$ cat config.mk
export PLATFORM = sky130hd
export DESIGN_NAME = nvcfg_top
export DESIGN_NICKNAME = d
export VERILOG_FILES = /design/src/rtl/nvcfg_pkg.sv /design/src/rtl/nvcfg_top.sv /design/src/rtl/nvcfg_pin_sync.sv /design/src/rtl/nvcfg_prog_timer.sv
export SDC_FILE = /design/constraint.sdc
export NUM_CORES = 1
export LEC_CHECK = 0
export ABC_CLOCK_PERIOD_IN_PS = 3300
export BUFFER_PORTS_ARGS = -buffer_cell sky130_fd_sc_hd__buf_4
export CAP_MARGIN = 40
export CORE_UTILIZATION = 58
export CTS_CLUSTER_DIAMETER = 40
export DETAILED_ROUTE_END_ITERATION = 12
export PLACE_DENSITY = 0.78
export SLEW_MARGIN = 0
export SYNTH_ARGS = -nofsm -noshare
export SYNTH_HDL_FRONTEND = slang
export SYNTH_SLANG_ARGS = --single-unit
$ cat constraint.sdc
create_clock -name i_clock -period 3.3 [get_ports i_clock]
set_input_delay 0.66 -clock i_clock [delete_from_list [all_inputs] [get_ports i_clock]]
set_output_delay 0.66 -clock i_clock [all_outputs]
set_load 0.03 [all_outputs]
$ cat src/rtl/nvcfg_pkg.sv
package nvcfg_pkg;

    // =====================================================================
    // Bus addressing.
    localparam logic [3:0] SLAVE_ADDR_HI = 4'h9;
    localparam logic [7:0] PTR_NV_CONFIG = 8'h11;
    localparam logic [3:0] BITS_PER_BYTE = 4'h8;
    localparam logic [1:0] DATA_BYTES = 2'h2;

    // =====================================================================
    // Field positions of the nonvolatile default register.
    localparam int RES_LSB = 13;
    localparam int FAULT_LSB = 11;
    localparam int POL_BIT = 10;
    localparam int MODE_BIT = 9;
    localparam int SHDN_BIT = 8;
    localparam int LOCKDOWN_BIT = 2;
    localparam int LOCK_BIT = 1;
    localparam logic [15:0] NV_WRITABLE_MASK = 16'h7f06;
    localparam logic [15:0] NV_LOCK_MASK = 16'h0002;
    localparam logic [15:0] NV_FACTORY_VALUE = 16'h0000;

    // =====================================================================
    // Resolution and fault queue decode.
    localparam logic [3:0] RES_BITS_BASE = 4'h9;
    localparam logic [7:0] CONV_TIME_MS_00 = 8'h19;
    localparam logic [7:0] CONV_TIME_MS_01 = 8'h32;
    localparam logic [7:0] CONV_TIME_MS_10 = 8'h64;
    localparam logic [7:0] CONV_TIME_MS_11 = 8'hc8;
    localparam logic [2:0] FAULTS_00 = 3'h1;
    localparam logic [2:0] FAULTS_01 = 3'h2;
    localparam logic [2:0] FAULTS_10 = 3'h4;
    localparam logic [2:0] FAULTS_11 = 3'h6;

    // =====================================================================
    // Timing.
    localparam int CLK_PERIOD_NS = 50;
    localparam int NV_PROGRAM_TIME_US = 5000;

    // =====================================================================
    // Types.
    typedef struct packed {
        logic scl;
        logic sda;
    } nvcfg_link_s;

    typedef struct packed {
        logic [1:0] default_resolution_sel;
        logic [1:0] default_fault_queue_sel;
        logic default_alert_polarity;
        logic default_thermostat_mode;
        logic default_shutdown;
    } nvcfg_config_s;

    typedef enum logic [6:0] {
        ST_IDLE = 7'h01,
        ST_ADDR = 7'h02,
        ST_PTR = 7'h04,
        ST_DATA = 7'h08,
        ST_ACK = 7'h10,
        ST_READ = 7'h20,
        ST_RACK = 7'h40
    } nvcfg_state_e;

endpackage : nvcfg_pkg

$ cat src/rtl/nvcfg_top.sv
// How it works
// - Address 1001 plus pins, write bit zero.
// - Pointer byte 11h selects this register.
// - Two data bytes; later bytes ignored.
// - Early Stop or Start discards data.
// - Valid write plus Stop starts timed program.
// - Repeated Start discards the write; no program.
// - No programming while busy or locked down; locked allows lock clear only.
// - Locked acks all; busy nacks data bytes.
// - Resolution code picks 9 to 12 bits.
// - Fault code picks one, two, four, six.
// - Polarity bit sets alert active level.
// - Mode bit picks comparator or interrupt.
// - Shutdown bit starts device in shutdown.
// - Lockdown is one-time and blocks all programming, lock clear included.
// - Lockdown outranks the reversible lock.
// - Under lock only lock clear is accepted.
// - Factory value of every field is zero.
// - Reset copies upper byte into config.
// - Fields at fixed bits; others read zero.
// - Copies ignored while program is busy.
`timescale 1ns/10ps
`default_nettype none

module nvcfg_top #(
    parameter int unsigned NV_PROGRAM_CYCLES = nvcfg_pkg::NV_PROGRAM_TIME_US * 1000 / nvcfg_pkg::CLK_PERIOD_NS
) (
    input wire logic i_clock,
    input wire logic i_rst_b,
    input wire nvcfg_pkg::nvcfg_link_s i_link,
    input wire logic [2:0] i_addr_pin_bits,
    input wire logic i_factory_init,
    input wire logic i_copy_nv_to_config,
    output logic o_sda_out,
    output logic o_sda_oe_b,
    output logic o_nv_program_busy,
    output nvcfg_pkg::nvcfg_config_s o_config,
    output logic [3:0] o_resolution_bits,
    output logic [7:0] o_conv_time_ms,
    output logic [2:0] o_fault_count,
    output logic o_alert_active_high,
    output logic o_interrupt_mode,
    output logic o_shutdown,
    output logic o_write_protect,
    output logic o_lockdown_active,
    output logic [15:0] o_nv_config
);
    import nvcfg_pkg::*;

    // =====================================================================
    // Decode helpers.
    function automatic logic [7:0] conv_time(input logic [1:0] sel);
        case (sel)
            2'h0: conv_time = CONV_TIME_MS_00;
            2'h1: conv_time = CONV_TIME_MS_01;
            2'h2: conv_time = CONV_TIME_MS_10;
            default: conv_time = CONV_TIME_MS_11;
        endcase
    endfunction : conv_time

    function automatic logic [2:0] fault_count(input logic [1:0] sel);
        case (sel)
            2'h0: fault_count = FAULTS_00;
            2'h1: fault_count = FAULTS_01;
            2'h2: fault_count = FAULTS_10;
            default: fault_count = FAULTS_11;
        endcase
    endfunction : fault_count

    function automatic nvcfg_config_s upper_to_config(input logic [15:0] nv);
        upper_to_config.default_resolution_sel = nv[RES_LSB +: 2];
        upper_to_config.default_fault_queue_sel = nv[FAULT_LSB +: 2];
        upper_to_config.default_alert_polarity = nv[POL_BIT];
        upper_to_config.default_thermostat_mode = nv[MODE_BIT];
        upper_to_config.default_shutdown = nv[SHDN_BIT];
    endfunction : upper_to_config

    // =====================================================================
    // Pin sampling and bus conditions.
    logic scl;
    logic sda;
    logic scl_d_reg;
    logic sda_d_reg;
    logic scl_rise;
    logic scl_fall;
    logic start_cond;
    logic stop_cond;

    nvcfg_pin_sync u_scl_sync (
        .i_clock(i_clock),
        .i_rst_b(i_rst_b),
        .i_pin(i_link.scl),
        .o_level(scl)
    );

    nvcfg_pin_sync u_sda_sync (
        .i_clock(i_clock),
        .i_rst_b(i_rst_b),
        .i_pin(i_link.sda),
        .o_level(sda)
    );

    always_ff @(posedge i_clock) begin
        if (!i_rst_b) begin
            scl_d_reg <= 1'b1;
            sda_d_reg <= 1'b1;
        end else begin
            scl_d_reg <= scl;
            sda_d_reg <= sda;
        end
    end

    assign scl_rise = scl & ~scl_d_reg;
    assign scl_fall = ~scl & scl_d_reg;
    assign start_cond = scl & scl_d_reg & sda_d_reg & ~sda;
    assign stop_cond = scl & scl_d_reg & ~sda_d_reg & sda;

    // =====================================================================
    // Program cycle timer.
    logic prog_start;
    logic prog_done;
    logic busy;

    nvcfg_prog_timer #(
        .CYCLES((NV_PROGRAM_CYCLES < 1) ? 1 : NV_PROGRAM_CYCLES)
    ) u_prog_timer (
        .i_clock(i_clock),
        .i_rst_b(i_rst_b),
        .i_start(prog_start),
        .o_busy(busy),
        .o_done(prog_done)
    );

    // =====================================================================
    // Serial slave state.
    nvcfg_state_e state_reg;
    nvcfg_state_e state_next;
    nvcfg_state_e after_ack_reg;
    nvcfg_state_e after_ack_next;
    logic [3:0] cnt_reg;
    logic [3:0] cnt_next;
    logic [7:0] shift_reg;
    logic [7:0] shift_next;
    logic [7:0] ptr_reg;
    logic [7:0] ptr_next;
    logic [7:0] hi_reg;
    logic [7:0] hi_next;
    logic [7:0] lo_reg;
    logic [7:0] lo_next;
    logic [1:0] nbytes_reg;
    logic [1:0] nbytes_next;
    logic sda_low_reg;
    logic sda_low_next;
    logic rd_hi_reg;
    logic rd_hi_next;
    logic mack_reg;
    logic mack_next;
    logic [15:0] pending_reg;
    logic [15:0] pending_next;
    logic [15:0] nv_reg;
    logic [15:0] nv_next;
    logic [15:0] wr_data;
    logic [7:0] tx_byte;

    always_comb begin
        state_next = state_reg;
        after_ack_next = after_ack_reg;
        cnt_next = cnt_reg;
        shift_next = shift_reg;
        ptr_next = ptr_reg;
        hi_next = hi_reg;
        lo_next = lo_reg;
        nbytes_next = nbytes_reg;
        sda_low_next = sda_low_reg;
        rd_hi_next = rd_hi_reg;
        mack_next = mack_reg;
        pending_next = pending_reg;
        prog_start = 1'b0;
        wr_data = {hi_reg, lo_reg} & NV_WRITABLE_MASK;
        tx_byte = 8'h00;
        if (start_cond) begin
            state_next = ST_ADDR;
            cnt_next = 4'h0;
            nbytes_next = 2'h0;
            sda_low_next = 1'b0;
        end else if (stop_cond) begin
            state_next = ST_IDLE;
            sda_low_next = 1'b0;
            nbytes_next = 2'h0;
            if (nbytes_reg == DATA_BYTES && ptr_reg == PTR_NV_CONFIG && !busy) begin
                if (nv_reg[LOCKDOWN_BIT]) begin
                    prog_start = 1'b0;
                end else if (nv_reg[LOCK_BIT]) begin
                    if (!wr_data[LOCK_BIT]) begin
                        pending_next = nv_reg & ~NV_LOCK_MASK;
                        prog_start = 1'b1;
                    end
                end else begin
                    pending_next = wr_data;
                    prog_start = 1'b1;
                end
            end
        end else if (state_reg != ST_IDLE) begin
            if (scl_rise) begin
                case (state_reg)
                    ST_ADDR, ST_PTR, ST_DATA: begin
                        shift_next = {shift_reg[6:0], sda};
                        cnt_next = cnt_reg + 4'h1;
                    end
                    ST_RACK: begin
                        mack_next = ~sda;
                    end
                    default: begin
                        mack_next = mack_reg;
                    end
                endcase
            end else if (scl_fall) begin
                case (state_reg)
                    ST_ADDR: begin
                        if (cnt_reg == BITS_PER_BYTE) begin
                            if (shift_reg[7:1] == {SLAVE_ADDR_HI, i_addr_pin_bits}) begin
                                sda_low_next = 1'b1;
                                state_next = ST_ACK;
                                after_ack_next = shift_reg[0] ? ST_READ : ST_PTR;
                                rd_hi_next = 1'b1;
                            end else begin
                                state_next = ST_IDLE;
                            end
                        end
                    end
                    ST_PTR: begin
                        if (cnt_reg == BITS_PER_BYTE) begin
                            ptr_next = shift_reg;
                            sda_low_next = 1'b1;
                            state_next = ST_ACK;
                            after_ack_next = ST_DATA;
                        end
                    end
                    ST_DATA: begin
                        if (cnt_reg == BITS_PER_BYTE) begin
                            if (busy) begin
                                state_next = ST_IDLE;
                            end else begin
                                sda_low_next = 1'b1;
                                state_next = ST_ACK;
                                after_ack_next = ST_DATA;
                                if (nbytes_reg == 2'h0) begin
                                    hi_next = shift_reg;
                                end
                                if (nbytes_reg == 2'h1) begin
                                    lo_next = shift_reg;
                                end
                                if (nbytes_reg != DATA_BYTES) begin
                                    nbytes_next = nbytes_reg + 2'h1;
                                end
                            end
                        end
                    end
                    ST_ACK: begin
                        cnt_next = 4'h0;
                        state_next = after_ack_reg;
                        sda_low_next = 1'b0;
                        if (after_ack_reg == ST_READ) begin
                            tx_byte = (ptr_reg == PTR_NV_CONFIG) ? nv_reg[15:8] : 8'h00;
                            sda_low_next = ~tx_byte[7];
                            cnt_next = 4'h1;
                        end
                    end
                    ST_READ: begin
                        tx_byte = (ptr_reg != PTR_NV_CONFIG) ? 8'h00 : (rd_hi_reg ? nv_reg[15:8] : nv_reg[7:0]);
                        if (cnt_reg == BITS_PER_BYTE) begin
                            sda_low_next = 1'b0;
                            state_next = ST_RACK;
                        end else begin
                            sda_low_next = ~tx_byte[3'(3'h7 - cnt_reg[2:0])];
                            cnt_next = cnt_reg + 4'h1;
                        end
                    end
                    ST_RACK: begin
                        if (mack_reg) begin
                            rd_hi_next = ~rd_hi_reg;
                            tx_byte = (ptr_reg != PTR_NV_CONFIG) ? 8'h00 : (rd_hi_reg ? nv_reg[7:0] : nv_reg[15:8]);
                            sda_low_next = ~tx_byte[7];
                            cnt_next = 4'h1;
                            state_next = ST_READ;
                        end else begin
                            state_next = ST_IDLE;
                        end
                    end
                    default: begin
                        state_next = ST_IDLE;
                    end
                endcase
            end
        end
    end

    always_ff @(posedge i_clock) begin
        if (!i_rst_b) begin
            state_reg <= ST_IDLE;
            after_ack_reg <= ST_IDLE;
            cnt_reg <= 4'h0;
            shift_reg <= 8'h00;
            ptr_reg <= 8'h00;
            hi_reg <= 8'h00;
            lo_reg <= 8'h00;
            nbytes_reg <= 2'h0;
            sda_low_reg <= 1'b0;
            rd_hi_reg <= 1'b1;
            mack_reg <= 1'b0;
            pending_reg <= 16'h0000;
        end else begin
            state_reg <= state_next;
            after_ack_reg <= after_ack_next;
            cnt_reg <= cnt_next;
            shift_reg <= shift_next;
            ptr_reg <= ptr_next;
            hi_reg <= hi_next;
            lo_reg <= lo_next;
            nbytes_reg <= nbytes_next;
            sda_low_reg <= sda_low_next;
            rd_hi_reg <= rd_hi_next;
            mack_reg <= mack_next;
            pending_reg <= pending_next;
        end
    end

    // =====================================================================
    // Nonvolatile storage; it survives reset and is cleared by factory init.
    always_comb begin
        nv_next = nv_reg;
        if (i_factory_init) begin
            nv_next = NV_FACTORY_VALUE;
        end else if (prog_done) begin
            nv_next = pending_reg;
        end
    end

    always_ff @(posedge i_clock) begin
        nv_reg <= nv_next;
    end

    // =====================================================================
    // Volatile configuration loaded from the upper byte.
    nvcfg_config_s config_reg;
    nvcfg_config_s config_next;

    always_comb begin
        config_next = config_reg;
        if (!i_rst_b) begin
            config_next = upper_to_config(nv_reg);
        end else if (i_copy_nv_to_config && !busy) begin
            config_next = upper_to_config(nv_reg);
        end
    end

    always_ff @(posedge i_clock) begin
        config_reg <= config_next;
    end

    // =====================================================================
    // Outputs.
    assign o_sda_out = 1'b0;
    assign o_sda_oe_b = ~sda_low_reg;
    assign o_nv_program_busy = busy;
    assign o_config = config_reg;
    assign o_resolution_bits = RES_BITS_BASE + {2'h0, config_reg.default_resolution_sel};
    assign o_conv_time_ms = conv_time(config_reg.default_resolution_sel);
    assign o_fault_count = fault_count(config_reg.default_fault_queue_sel);
    assign o_alert_active_high = config_reg.default_alert_polarity;
    assign o_interrupt_mode = config_reg.default_thermostat_mode;
    assign o_shutdown = config_reg.default_shutdown;
    assign o_write_protect = nv_reg[LOCKDOWN_BIT] | nv_reg[LOCK_BIT];
    assign o_lockdown_active = nv_reg[LOCKDOWN_BIT];
    assign o_nv_config = nv_reg;

endmodule : nvcfg_top

`default_nettype wire

$ cat src/rtl/nvcfg_pin_sync.sv
`timescale 1ns/10ps
`default_nettype none

module nvcfg_pin_sync (
    input wire logic i_clock,
    input wire logic i_rst_b,
    input wire logic i_pin,
    output logic o_level
);
    import nvcfg_pkg::*;

    logic [2:0] chain_reg;
    logic [2:0] chain_next;
    logic level_reg;
    logic level_next;

    // =====================================================================
    // Three stages; the level moves once the last two agree.
    always_comb begin
        chain_next = {chain_reg[1:0], i_pin};
        level_next = level_reg;
        if (chain_reg[1] == chain_reg[2]) begin
            level_next = chain_reg[2];
        end
    end

    always_ff @(posedge i_clock) begin
        if (!i_rst_b) begin
            chain_reg <= 3'h7;
            level_reg <= 1'b1;
        end else begin
            chain_reg <= chain_next;
            level_reg <= level_next;
        end
    end

    assign o_level = level_reg;

endmodule : nvcfg_pin_sync

`default_nettype wire

$ cat src/rtl/nvcfg_prog_timer.sv
`timescale 1ns/10ps
`default_nettype none

module nvcfg_prog_timer #(
    parameter int unsigned CYCLES = 100000
) (
    input wire logic i_clock,
    input wire logic i_rst_b,
    input wire logic i_start,
    output logic o_busy,
    output logic o_done
);
    import nvcfg_pkg::*;

    logic [31:0] count_reg;
    logic [31:0] count_next;
    logic busy_reg;
    logic busy_next;

    // =====================================================================
    // Busy stands for exactly CYCLES clocks after a start.
    always_comb begin
        count_next = count_reg;
        busy_next = busy_reg;
        o_done = 1'b0;
        if (busy_reg) begin
            if (count_reg == 32'h0) begin
                busy_next = 1'b0;
                o_done = 1'b1;
            end else begin
                count_next = count_reg - 32'h1;
            end
        end else if (i_start) begin
            busy_next = 1'b1;
            count_next = 32'(CYCLES - 1);
        end
    end

    always_ff @(posedge i_clock) begin
        if (!i_rst_b) begin
            count_reg <= 32'h0;
            busy_reg <= 1'b0;
        end else begin
            count_reg <= count_next;
            busy_reg <= busy_next;
        end
    end

    assign o_busy = busy_reg;

endmodule : nvcfg_prog_timer

`default_nettype wire

* Yosys cells after proc, flatten, opt, wreduce, memory -nomap -nowiden
Cells that the tools add are included.
Widths: inputs -> output; s select.
** Operators by class
- Magnitude comparators :: 1
- Muxes and demuxes :: 65
- Eq/ne operators :: 39
- Add/sub/neg operators :: 5
- Bitwise operators :: 23
- Reductions and logical operators :: 33
** Operator list (number)
- $mux 32 :: 3
- $mux 7 :: 11
- $pmux 7 s6 :: 1
- $mux 8 :: 5
- $reduce_and 7->1 :: 5
- $logic_not 32->1 :: 1
- $mux 16 :: 2
- $sub 32x1->32 const B :: 1
- $reduce_and 9->1 :: 3
- $pmux 8 s3 :: 1
- $mux 1 :: 22
- $pmux 7 s3 :: 1
- $mux 4 :: 5
- $ne 2x2->1 const B :: 10
- $ne 4x4->1 const B :: 4
- $not 1->1 :: 15
- $reduce_and 5->1 :: 3
- $eq 7x6->1 const B :: 2
- $mux 6 :: 2
- $pmux 4 s3 :: 1
- $reduce_and 11->1 :: 1
- $mux 2 :: 5
- $mux 5 :: 2
- $reduce_and 10->1 :: 1
- 37 further kinds :: 59
** Storage, ports and cells
- Bits in registers :: 131
- Word-level logic and storage cells :: 193

* Logic depth before layout (Yosys ltp)
Gate-level depths: netlist of the first run.
- Word-level depth :: 9
- Depth in mapped cells :: 11
- Gate-level depth less buffers :: 9

* Cells and area by module
Synthesis of the first run repeated with hierarchy kept, for this count alone.
** Unflattened totals
- Cell total of the unflattened synthesis :: 685
- Area, all modules :: 6339.8 µm²
** By module, submodules not included
- nvcfg_top :: cells an instance 465, area each 4423.0 µm², times used 1
- nvcfg_prog_timer :: cells an instance 200, area each 1691.6 µm², times used 1
- nvcfg_pin_sync :: cells an instance 10, area each 112.6 µm², times used 2

* Least setup slack after synthesis of the first run
OpenSTA, ideal clock, no wires.
- Path type :: register to register
- From :: register u_prog_timer.count_reg[15]
- To :: register u_prog_timer.count_reg[25]
- Path slack :: 0.807 ns
- Data arrival time :: 2.366 ns
- Path buffers :: 2
- Clock period less this slack :: 2.493 ns
- Cell stages (with the launch flop) :: 10
- Data required time :: 3.172 ns
- Cell sequence :: dfxtp_1 > or4_1 > or3_1 > buf_2 > nor4_4 > a21boi_2 > buf_2 > o211ai_2 > xor2_1 > nor2_1
** On the way
- Cells in the longest elaborated chain, start to end :: 3
- Elaborated cells on any way between the ends :: 6
** RTL lines
- from (decl) :: RTL line nvcfg_prog_timer.sv:15 : logic [31:0] count_reg;
- from (signal assigned) :: RTL line nvcfg_prog_timer.sv:44 : count_reg <= count_next;
- $sub 32x1->32 / $logic_not 32->1 (equally long branches) :: RTL line nvcfg_prog_timer.sv:31, nvcfg_prog_timer.sv:27
- $mux 32 / $ne 2x2->1 (equally long branches)
- $mux 32 / $reduce_and 2->1 (equally long branches)
Several ways; a longest one is shown, not always the timed one. The select of a mux whose other input is x is not followed.
A chain may end at the register's enable or synchronous reset.

* Worst setup path after layout of the first run
- From :: register u_prog_timer.count_reg[15]
- To :: register u_prog_timer.count_reg[21]
The elaborated chain is that of the path after synthesis.

==> results of run 1 <==
-- cell type report --
| class | instances | area [sq um] |
|---|---|---|
| well taps | 136 | 170 |
| repair buffers | 62 | 469 |
| clock buffers | 19 | 453 |
| clock inverters | 13 | 125 |
| fillers | 784 | 3130 |
| flip-flops and latches | 127 | 2610 |
| inverters | 18 | 67.6 |
| multi-input cells | 490 | 3210 |
-- synthesized netlist by cell type (4+ instances only) --
cell type | n | share of area (%)
nor4_1 | 8 | 0.82
nand2_1 | 59 | 3.6
o211ai_1 | 5 | 0.62
buf_4 | 8 | 0.99
mux2i_1 | 50 | 8.2
nor2_1 | 87 | 5.4
nand2b_1 | 15 | 1.5
nor4b_1 | 4 | 0.58
nor3b_1 | 4 | 0.49
o21ai_0 | 20 | 1.6
nand4_1 | 10 | 1.0
a21oi_1 | 15 | 1.2
dfxtp_1 | 120 | 39
ha_1 | 15 | 3.1
edfxtp_1 | 7 | 3.5
and2_1 | 11 | 1.1
a21boi_0 | 20 | 2.5
buf_2 | 4 | 0.33
nand3_1 | 17 | 1.4
a31oi_1 | 6 | 0.62
inv_1 | 18 | 1.1
xor2_1 | 26 | 3.7
clkbuf_1 | 31 | 1.9
xnor2_1 | 8 | 1.2
nor2b_1 | 24 | 2.5
nor3_1 | 22 | 1.8
or4_1 | 5 | 0.62
nand3b_1 | 6 | 0.74
-- stage by stage --
stage / cells / utilization (%)
finish: 865 / 69.4
global route: 865 / 69.4
CTS: 865 / 69.4
detailed placement: 833 / 63.8
global placement: 831 / 63.6
floorplan: 679 / -
-- cell families (layout without fill, tap and decap cells) --
group	count (synthesis)	after routing	synth area share, %
AND/OR/NAND/NOR	293	293	24.8
AO/OA/AOI/OAI	92	92	10.3
adder cells (fa/ha/maj)	15	15	3.08
other	2	2	0.123
XOR/XNOR	34	34	4.89
flip-flops	127	127	42.9
multiplexers	54	54	9.52
buffers and inverters	62	112	4.40
-- how the worst max path moves through the flow --
stage | to | slack (ps) | cells after the start
6_report | u_prog_timer.count_reg[21] | 540 | 8
5_1_grt | u_prog_timer.count_reg[21] | 380 | 8
4_1_cts | u_prog_timer.count_reg[21] | 570 | 8
3_5_place_dp | u_prog_timer.count_reg[29] | 650 | 8
3_3_place_gp | u_prog_timer.count_reg[29] | 730 | 7
2_1_floorplan | u_prog_timer.count_reg[25] | 810 | 9
-- power groups by stage --
stage               Combinational (mW)  Sequential [mW]  Clock, mW
CTS                              0.109             1.56       1.81
global placement                 0.108             1.59          0
finish                           0.109             1.56       1.79
floorplan                       0.0689             1.60          0
global route                     0.115             1.56       1.88
detailed placement               0.109             1.59          0
-- layout by cell type, fill, tap and decap left out, drive strengths merged, types with 4 or more instances in the layout --
master and count:
a21boi 21, nand4 10, nor3b 4, mux2i 50
nand2b 15, clkbuf 19, nor2 87, nor4 9
nand3 18, xnor2 8, or4 5, nor3 22
ha 15, xor2 26, inv 24, o211ai 8
a21oi 15, nand2 59, and2 11, nor2b 24
buf 62, nor4b 5, nand3b 6, o21ai 21
dfxtp 120, edfxtp 7, a31oi 6
-- worst max-delay path: cells and delay by family (launching register included) --
kind,cells,cell delay [ps]
AOI/OAI and AO/OA,4,790
buffers and inverters,1,200
DFF,1,360
and+or+nand+nor,3,1320
-- metal layers --
layer	wire length [um]	GRT usage, %	vias to the layer above
met3	872	6.45	33
met1	6190	34.6	2368
met5	0	0	-
li1	-	-	2420
met2	6530	41.8	221
met4	310	8.67	0
==> results.sh, run 1 <==
export IMPL_tns_ps=0
export IMPL_cts_resized_gates=0
export IMPL_die_h_um=104
export IMPL_clk_latency_ps=520
export IMPL_swShare_pct=22.9
export IMPL_root_buffer="clkbuf_8"
export IMPL_drt_wl_total_mm=13.9
export IMPL_clk_pin_slew_ps=60
export IMPL_pwr_share_comb_pct=3.2
export IMPL_ioPinCount=55
export IMPL_hold_end="u_sda_sync.chain_reg[0]"
export IMPL_critPathSlowestCell="or4_1"
export IMPL_period_needed_ps=2760
export IMPL_yosys_warnings=0
export IMPL_worst_pin_slew_ps=901
export IMPL_holdPathStages=2
export IMPL_fmax_mhz=363
export IMPL_cts_htree_levels=4
export IMPL_yosysSeqAreaShare_pct=42.9
export IMPL_avgViaCountPerCell=5.83
export IMPL_power_frac_seq_pct=45.0
export IMPL_final_cell_area_sq_um=7100
export IMPL_place_ws_ps=653
export IMPL_reg2reg_to="u_prog_timer.count_reg[21]"
export IMPL_max_stage_delay_ps=560
export IMPL_cp_end_kind="flop"
export IMPL_drv_slew=0
export IMPL_cts_setup_buffers=0
export IMPL_synth_edf_count=7
export IMPL_ys_dominant_reg_cell="dfxtp_1"
export IMPL_worstSetupPathType="reg -> reg"
export IMPL_power_mw=3.46
export IMPL_start_kind="flop"
export IMPL_grt_pass1_vias=4747
export IMPL_path_cells="or4_1 > or3_1 > nor4_4 > a21boi_2 > buf_6 > o21ai_0 > o31ai_1 > a21oi_1"
export IMPL_hp_class="in -> reg"
export IMPL_finalSetupViolCount=0
export IMPL_grt_overflow=0
export IMPL_nNetsFinal=740
export IMPL_cts_hold_buffers_added=0
export IMPL_p_per_area_nw_per_um2=487
export IMPL_drt_iter0_markers=279
export IMPL_dieArea_sq_um=10900
export IMPL_cts_num_sinks=127
export IMPL_grt_pass1_wl_mm=23.0
export IMPL_start_util_pct=59.5
export IMPL_finClkSkew_ps=12.9
export IMPL_avgRoutedWirePerCell_um=16.1
export IMPL_cts_buffers_inserted=17
export IMPL_whs_ps=318
export IMPL_vias=5042
export IMPL_core_area_sq_um=10200
export IMPL_ant_nets=0
export IMPL_drc_errors=0
export IMPL_maxCapViolCount=0
export IMPL_syn_area_sq_um=6090
export IMPL_outcome="completed"
export IMPL_hold_start="i_link[0]"
export IMPL_synth_net_count=703
export IMPL_area_growth_pct=16.7
export IMPL_cp_max_fo=17
export IMPL_syn_inst=679
export IMPL_largest_reg_flops=32
export IMPL_r2r_worst_path_cells=8
export IMPL_drive_gt1_share_pct=15.2
export IMPL_cts_buffer_depth=2
export IMPL_r2r_start="u_prog_timer.count_reg[15]"
export IMPL_cts_tree="built"
export IMPL_hold_viol=0
export IMPL_dr_pass1_iters=5
export IMPL_rsz0062_at_grt="false"
export IMPL_power_leakage_nw=2.88
export IMPL_ys_ff_latch=127
export IMPL_grt_antenna_before_repair=0
export IMPL_fin_ws_ps=542
export IMPL_hpwl_mm=9.56
export IMPL_async_reset_ff_share_pct=0
export IMPL_track_usage_pct=26.2
export IMPL_postPlaceCellArea_sq_um=6530
export IMPL_slew_headroom_pct=39.3
export IMPL_fin_crit_sh_pct=83.6
export IMPL_port_buffers=52
export IMPL_cp_arrival_ps=3190
export IMPL_clkPwrFrac_pct=51.8
export IMPL_cp_required_ps=3740
export IMPL_place_congestion=0.952
export IMPL_ys_types=62
export IMPL_crit_start="u_prog_timer.count_reg[15]"
export IMPL_ir_drop_v=0.000385
export IMPL_die_w_um=104
export IMPL_p_int_mw=2.67
export IMPL_grt_max_degree=53
export IMPL_diodes=0
export IMPL_syn_area_per_cell_sq_um=8.96
export IMPL_row_count=37
export IMPL_netSwitchingPower_uw=791
export IMPL_regToRegSetupSlack_ps=540
(Power assumes the default switching activity.)
==> inputs of run 2 (changes only) <==
--- a/config.mk
+++ b/config.mk
@@ -5,7 +5,7 @@
 export SDC_FILE = /design/constraint.sdc
 export NUM_CORES = 1
 export LEC_CHECK = 0
-export ABC_CLOCK_PERIOD_IN_PS = 3300
+export ABC_CLOCK_PERIOD_IN_PS = 2650
 export BUFFER_PORTS_ARGS = -buffer_cell sky130_fd_sc_hd__buf_4
 export CAP_MARGIN = 40
 export CORE_UTILIZATION = 58
==> constraint.sdc (replaced) <==
create_clock -name i_clock -period 2.65 [get_ports i_clock]
set_input_delay 0.53 -clock i_clock [delete_from_list [all_inputs] [get_ports i_clock]]
set_output_delay 0.53 -clock i_clock [all_outputs]
set_load 0.03 [all_outputs]
==> run 2 against run 1 <==
Setup slack got worse by 390 ps. Sequential share of layout area shrank 0.69 points. Sequential cell count is the same. Die area unchanged. Clock-buffer cell count down 1. Power grew 26%. Clock skew down 6.5 ps.
==> results.sh, run 2 (synthesized netlist as in run 1, its figures left out) <==
export IMPL_outcome="completed"
export IMPL_r2r_start="u_prog_timer.count_reg[0]"
export IMPL_die_w_um=104
export IMPL_clk_latency_ps=530
export IMPL_dr_pass1_iters=7
export IMPL_utilization_pct=70.7
export IMPL_track_usage_pct=27.2
export IMPL_start_kind="flop"
export IMPL_final_cell_mix="dfxtp_1, nor2_1, buf_4"
export IMPL_crit_family="simple AND/OR/NAND/NOR gates"
export IMPL_drt_iter0_markers=302
export IMPL_area_growth_pct=18.9
export IMPL_cp_arrival_ps=2960
export IMPL_max_stage_delay_ps=570
export IMPL_cts_num_sinks=127
export IMPL_worstSetupPathType="reg -> reg"
export IMPL_period_needed_ps=2500
export IMPL_clk_pin_slew_ps=60
export IMPL_root_buffer="clkbuf_8"
export IMPL_place_congestion=0.923
export IMPL_ant_nets=0
export IMPL_cts_buffer_depth=2
export IMPL_power_leakage_nw=2.96
export IMPL_drive_gt1_share_pct=17.3
export IMPL_vias=5114
export IMPL_avgViaCountPerCell=5.79
export IMPL_path_cells="or4_1 > nor4_1 > and3_1 > o21ai_0 > or3_1 > a21oi_1"
export IMPL_place_ws_ps=209
export IMPL_diodes=0
export IMPL_maxCapViolCount=0
export IMPL_largest_reg_flops=32
export IMPL_power_mw=4.35
export IMPL_cp_depth=6
export IMPL_p_per_area_nw_per_um2=600
export IMPL_cp_end_kind="flop"
export IMPL_worst_pin_slew_ps=861
export IMPL_critPathSlowestCell="or4_1"
export IMPL_hold_viol=0
export IMPL_slew_headroom_pct=42.0
export IMPL_cts_buffers_inserted=17
export IMPL_grt_overflow=0
export IMPL_cp_buffers_inverters=0
export IMPL_regToRegSetupSlack_ps=150
export IMPL_grt_max_degree=34
export IMPL_cp_required_ps=3110
export IMPL_crit_end="u_prog_timer.count_reg[29]"
export IMPL_final_common_cell="dfxtp_1"
export IMPL_crit_start="u_prog_timer.count_reg[0]"
export IMPL_ir_drop_v=0.000413
export IMPL_row_count=37
export IMPL_drc_errors=0
export IMPL_dieArea_sq_um=10900
export IMPL_drv_slew=0
export IMPL_nNetsFinal=758
export IMPL_drt_wl_total_mm=14.2
export IMPL_grt_antenna_before_repair=0
export IMPL_finalSetupViolCount=0
export IMPL_ioPinCount=55
export IMPL_fin_crit_sh_pct=94.3
export IMPL_cts_tree="built"
export IMPL_tns_ps=0
export IMPL_rsz0062_at_grt="false"
export IMPL_start_util_pct=59.5
export IMPL_hpwl_mm=9.81
export IMPL_cp_max_fo=5
export IMPL_grt_pass1_vias=4983
export IMPL_avgRoutedWirePerCell_um=16.1
export IMPL_fill_cells=787
export IMPL_grt_pass1_wl_mm=23.7
export IMPL_whs_ps=186
export IMPL_r2r_worst_path_cells=6
export IMPL_finClkSkew_ps=6.41
export IMPL_port_buffers=52
export IMPL_fin_ws_ps=152
export IMPL_hp_class="in -> reg"
export IMPL_core_area_sq_um=10200
export IMPL_die_h_um=104
export IMPL_reg2reg_to="u_prog_timer.count_reg[29]"
export IMPL_fmax_mhz=400
export IMPL_cts_htree_levels=4
[run 2: area by class of cell]
cell class                 count  area [sq um]  share of cell area [%]
multi-input combinational    490          3210                    44.4
tap                          136           170                    2.35
clock inverter                14           159                    2.20
inverter                      18          67.6                   0.933
timing repair buffer          80           601                    8.30
clock buffer                  18           418                    5.77
sequential                   127          2610                    36.1
[run 2: worst min-delay path by stage]
stage,startpoint,slack (ps),endpoint,depth (start not counted)
floorplan,u_scl_sync.chain_reg[0],390,u_scl_sync.chain_reg[1],1
global placement,u_scl_sync.chain_reg[0],390,u_scl_sync.chain_reg[1],1
detailed placement,u_scl_sync.chain_reg[0],400,u_scl_sync.chain_reg[1],1
CTS,i_link[0],180,u_sda_sync.chain_reg[0],2
global route,i_link[1],180,u_scl_sync.chain_reg[0],2
finish,i_link[0],190,u_sda_sync.chain_reg[0],2
[run 2: timing repair]
action,CTS,global route
buffers inserted,0,0
setup endpoints to repair,0,7
gates resized for setup,0,1
hold buffers,0,0
[run 2: power by group]
| group | switching (mW) | internal, mW |
|---|---|---|
| clock network | 0.913 | 1.35 |
| registers | 0.00539 | 1.93 |
| logic | 0.0895 | 0.0498 |
[run 2: worst reg2reg max path, stage by stage, from the launching register on]
cell and delay, ps:
dfxtp_1 340, or4_1 570, nor4_1 380, and3_1 390, o21ai_0 230, or3_1 390, a21oi_1 140
[run 2: through the flow]
stage / cells / instance area (sq um)
6_report: 883 / 7240
5_1_grt: 883 / 7240
4_1_cts: 883 / 7230
3_5_place_dp: 851 / 6660
3_3_place_gp: 851 / 6660
2_1_floorplan: 679 / 6090
[run 2: routing by layer]
layer | track usage (%) | vias up | wire (um)
met5 | 0 | - | 0
met4 | 12.6 | 0 | 343
met2 | 44.6 | 198 | 6790
li1 | - | 2464 | -
met1 | 33.7 | 2420 | 6050
met3 | 6.70 | 32 | 1030
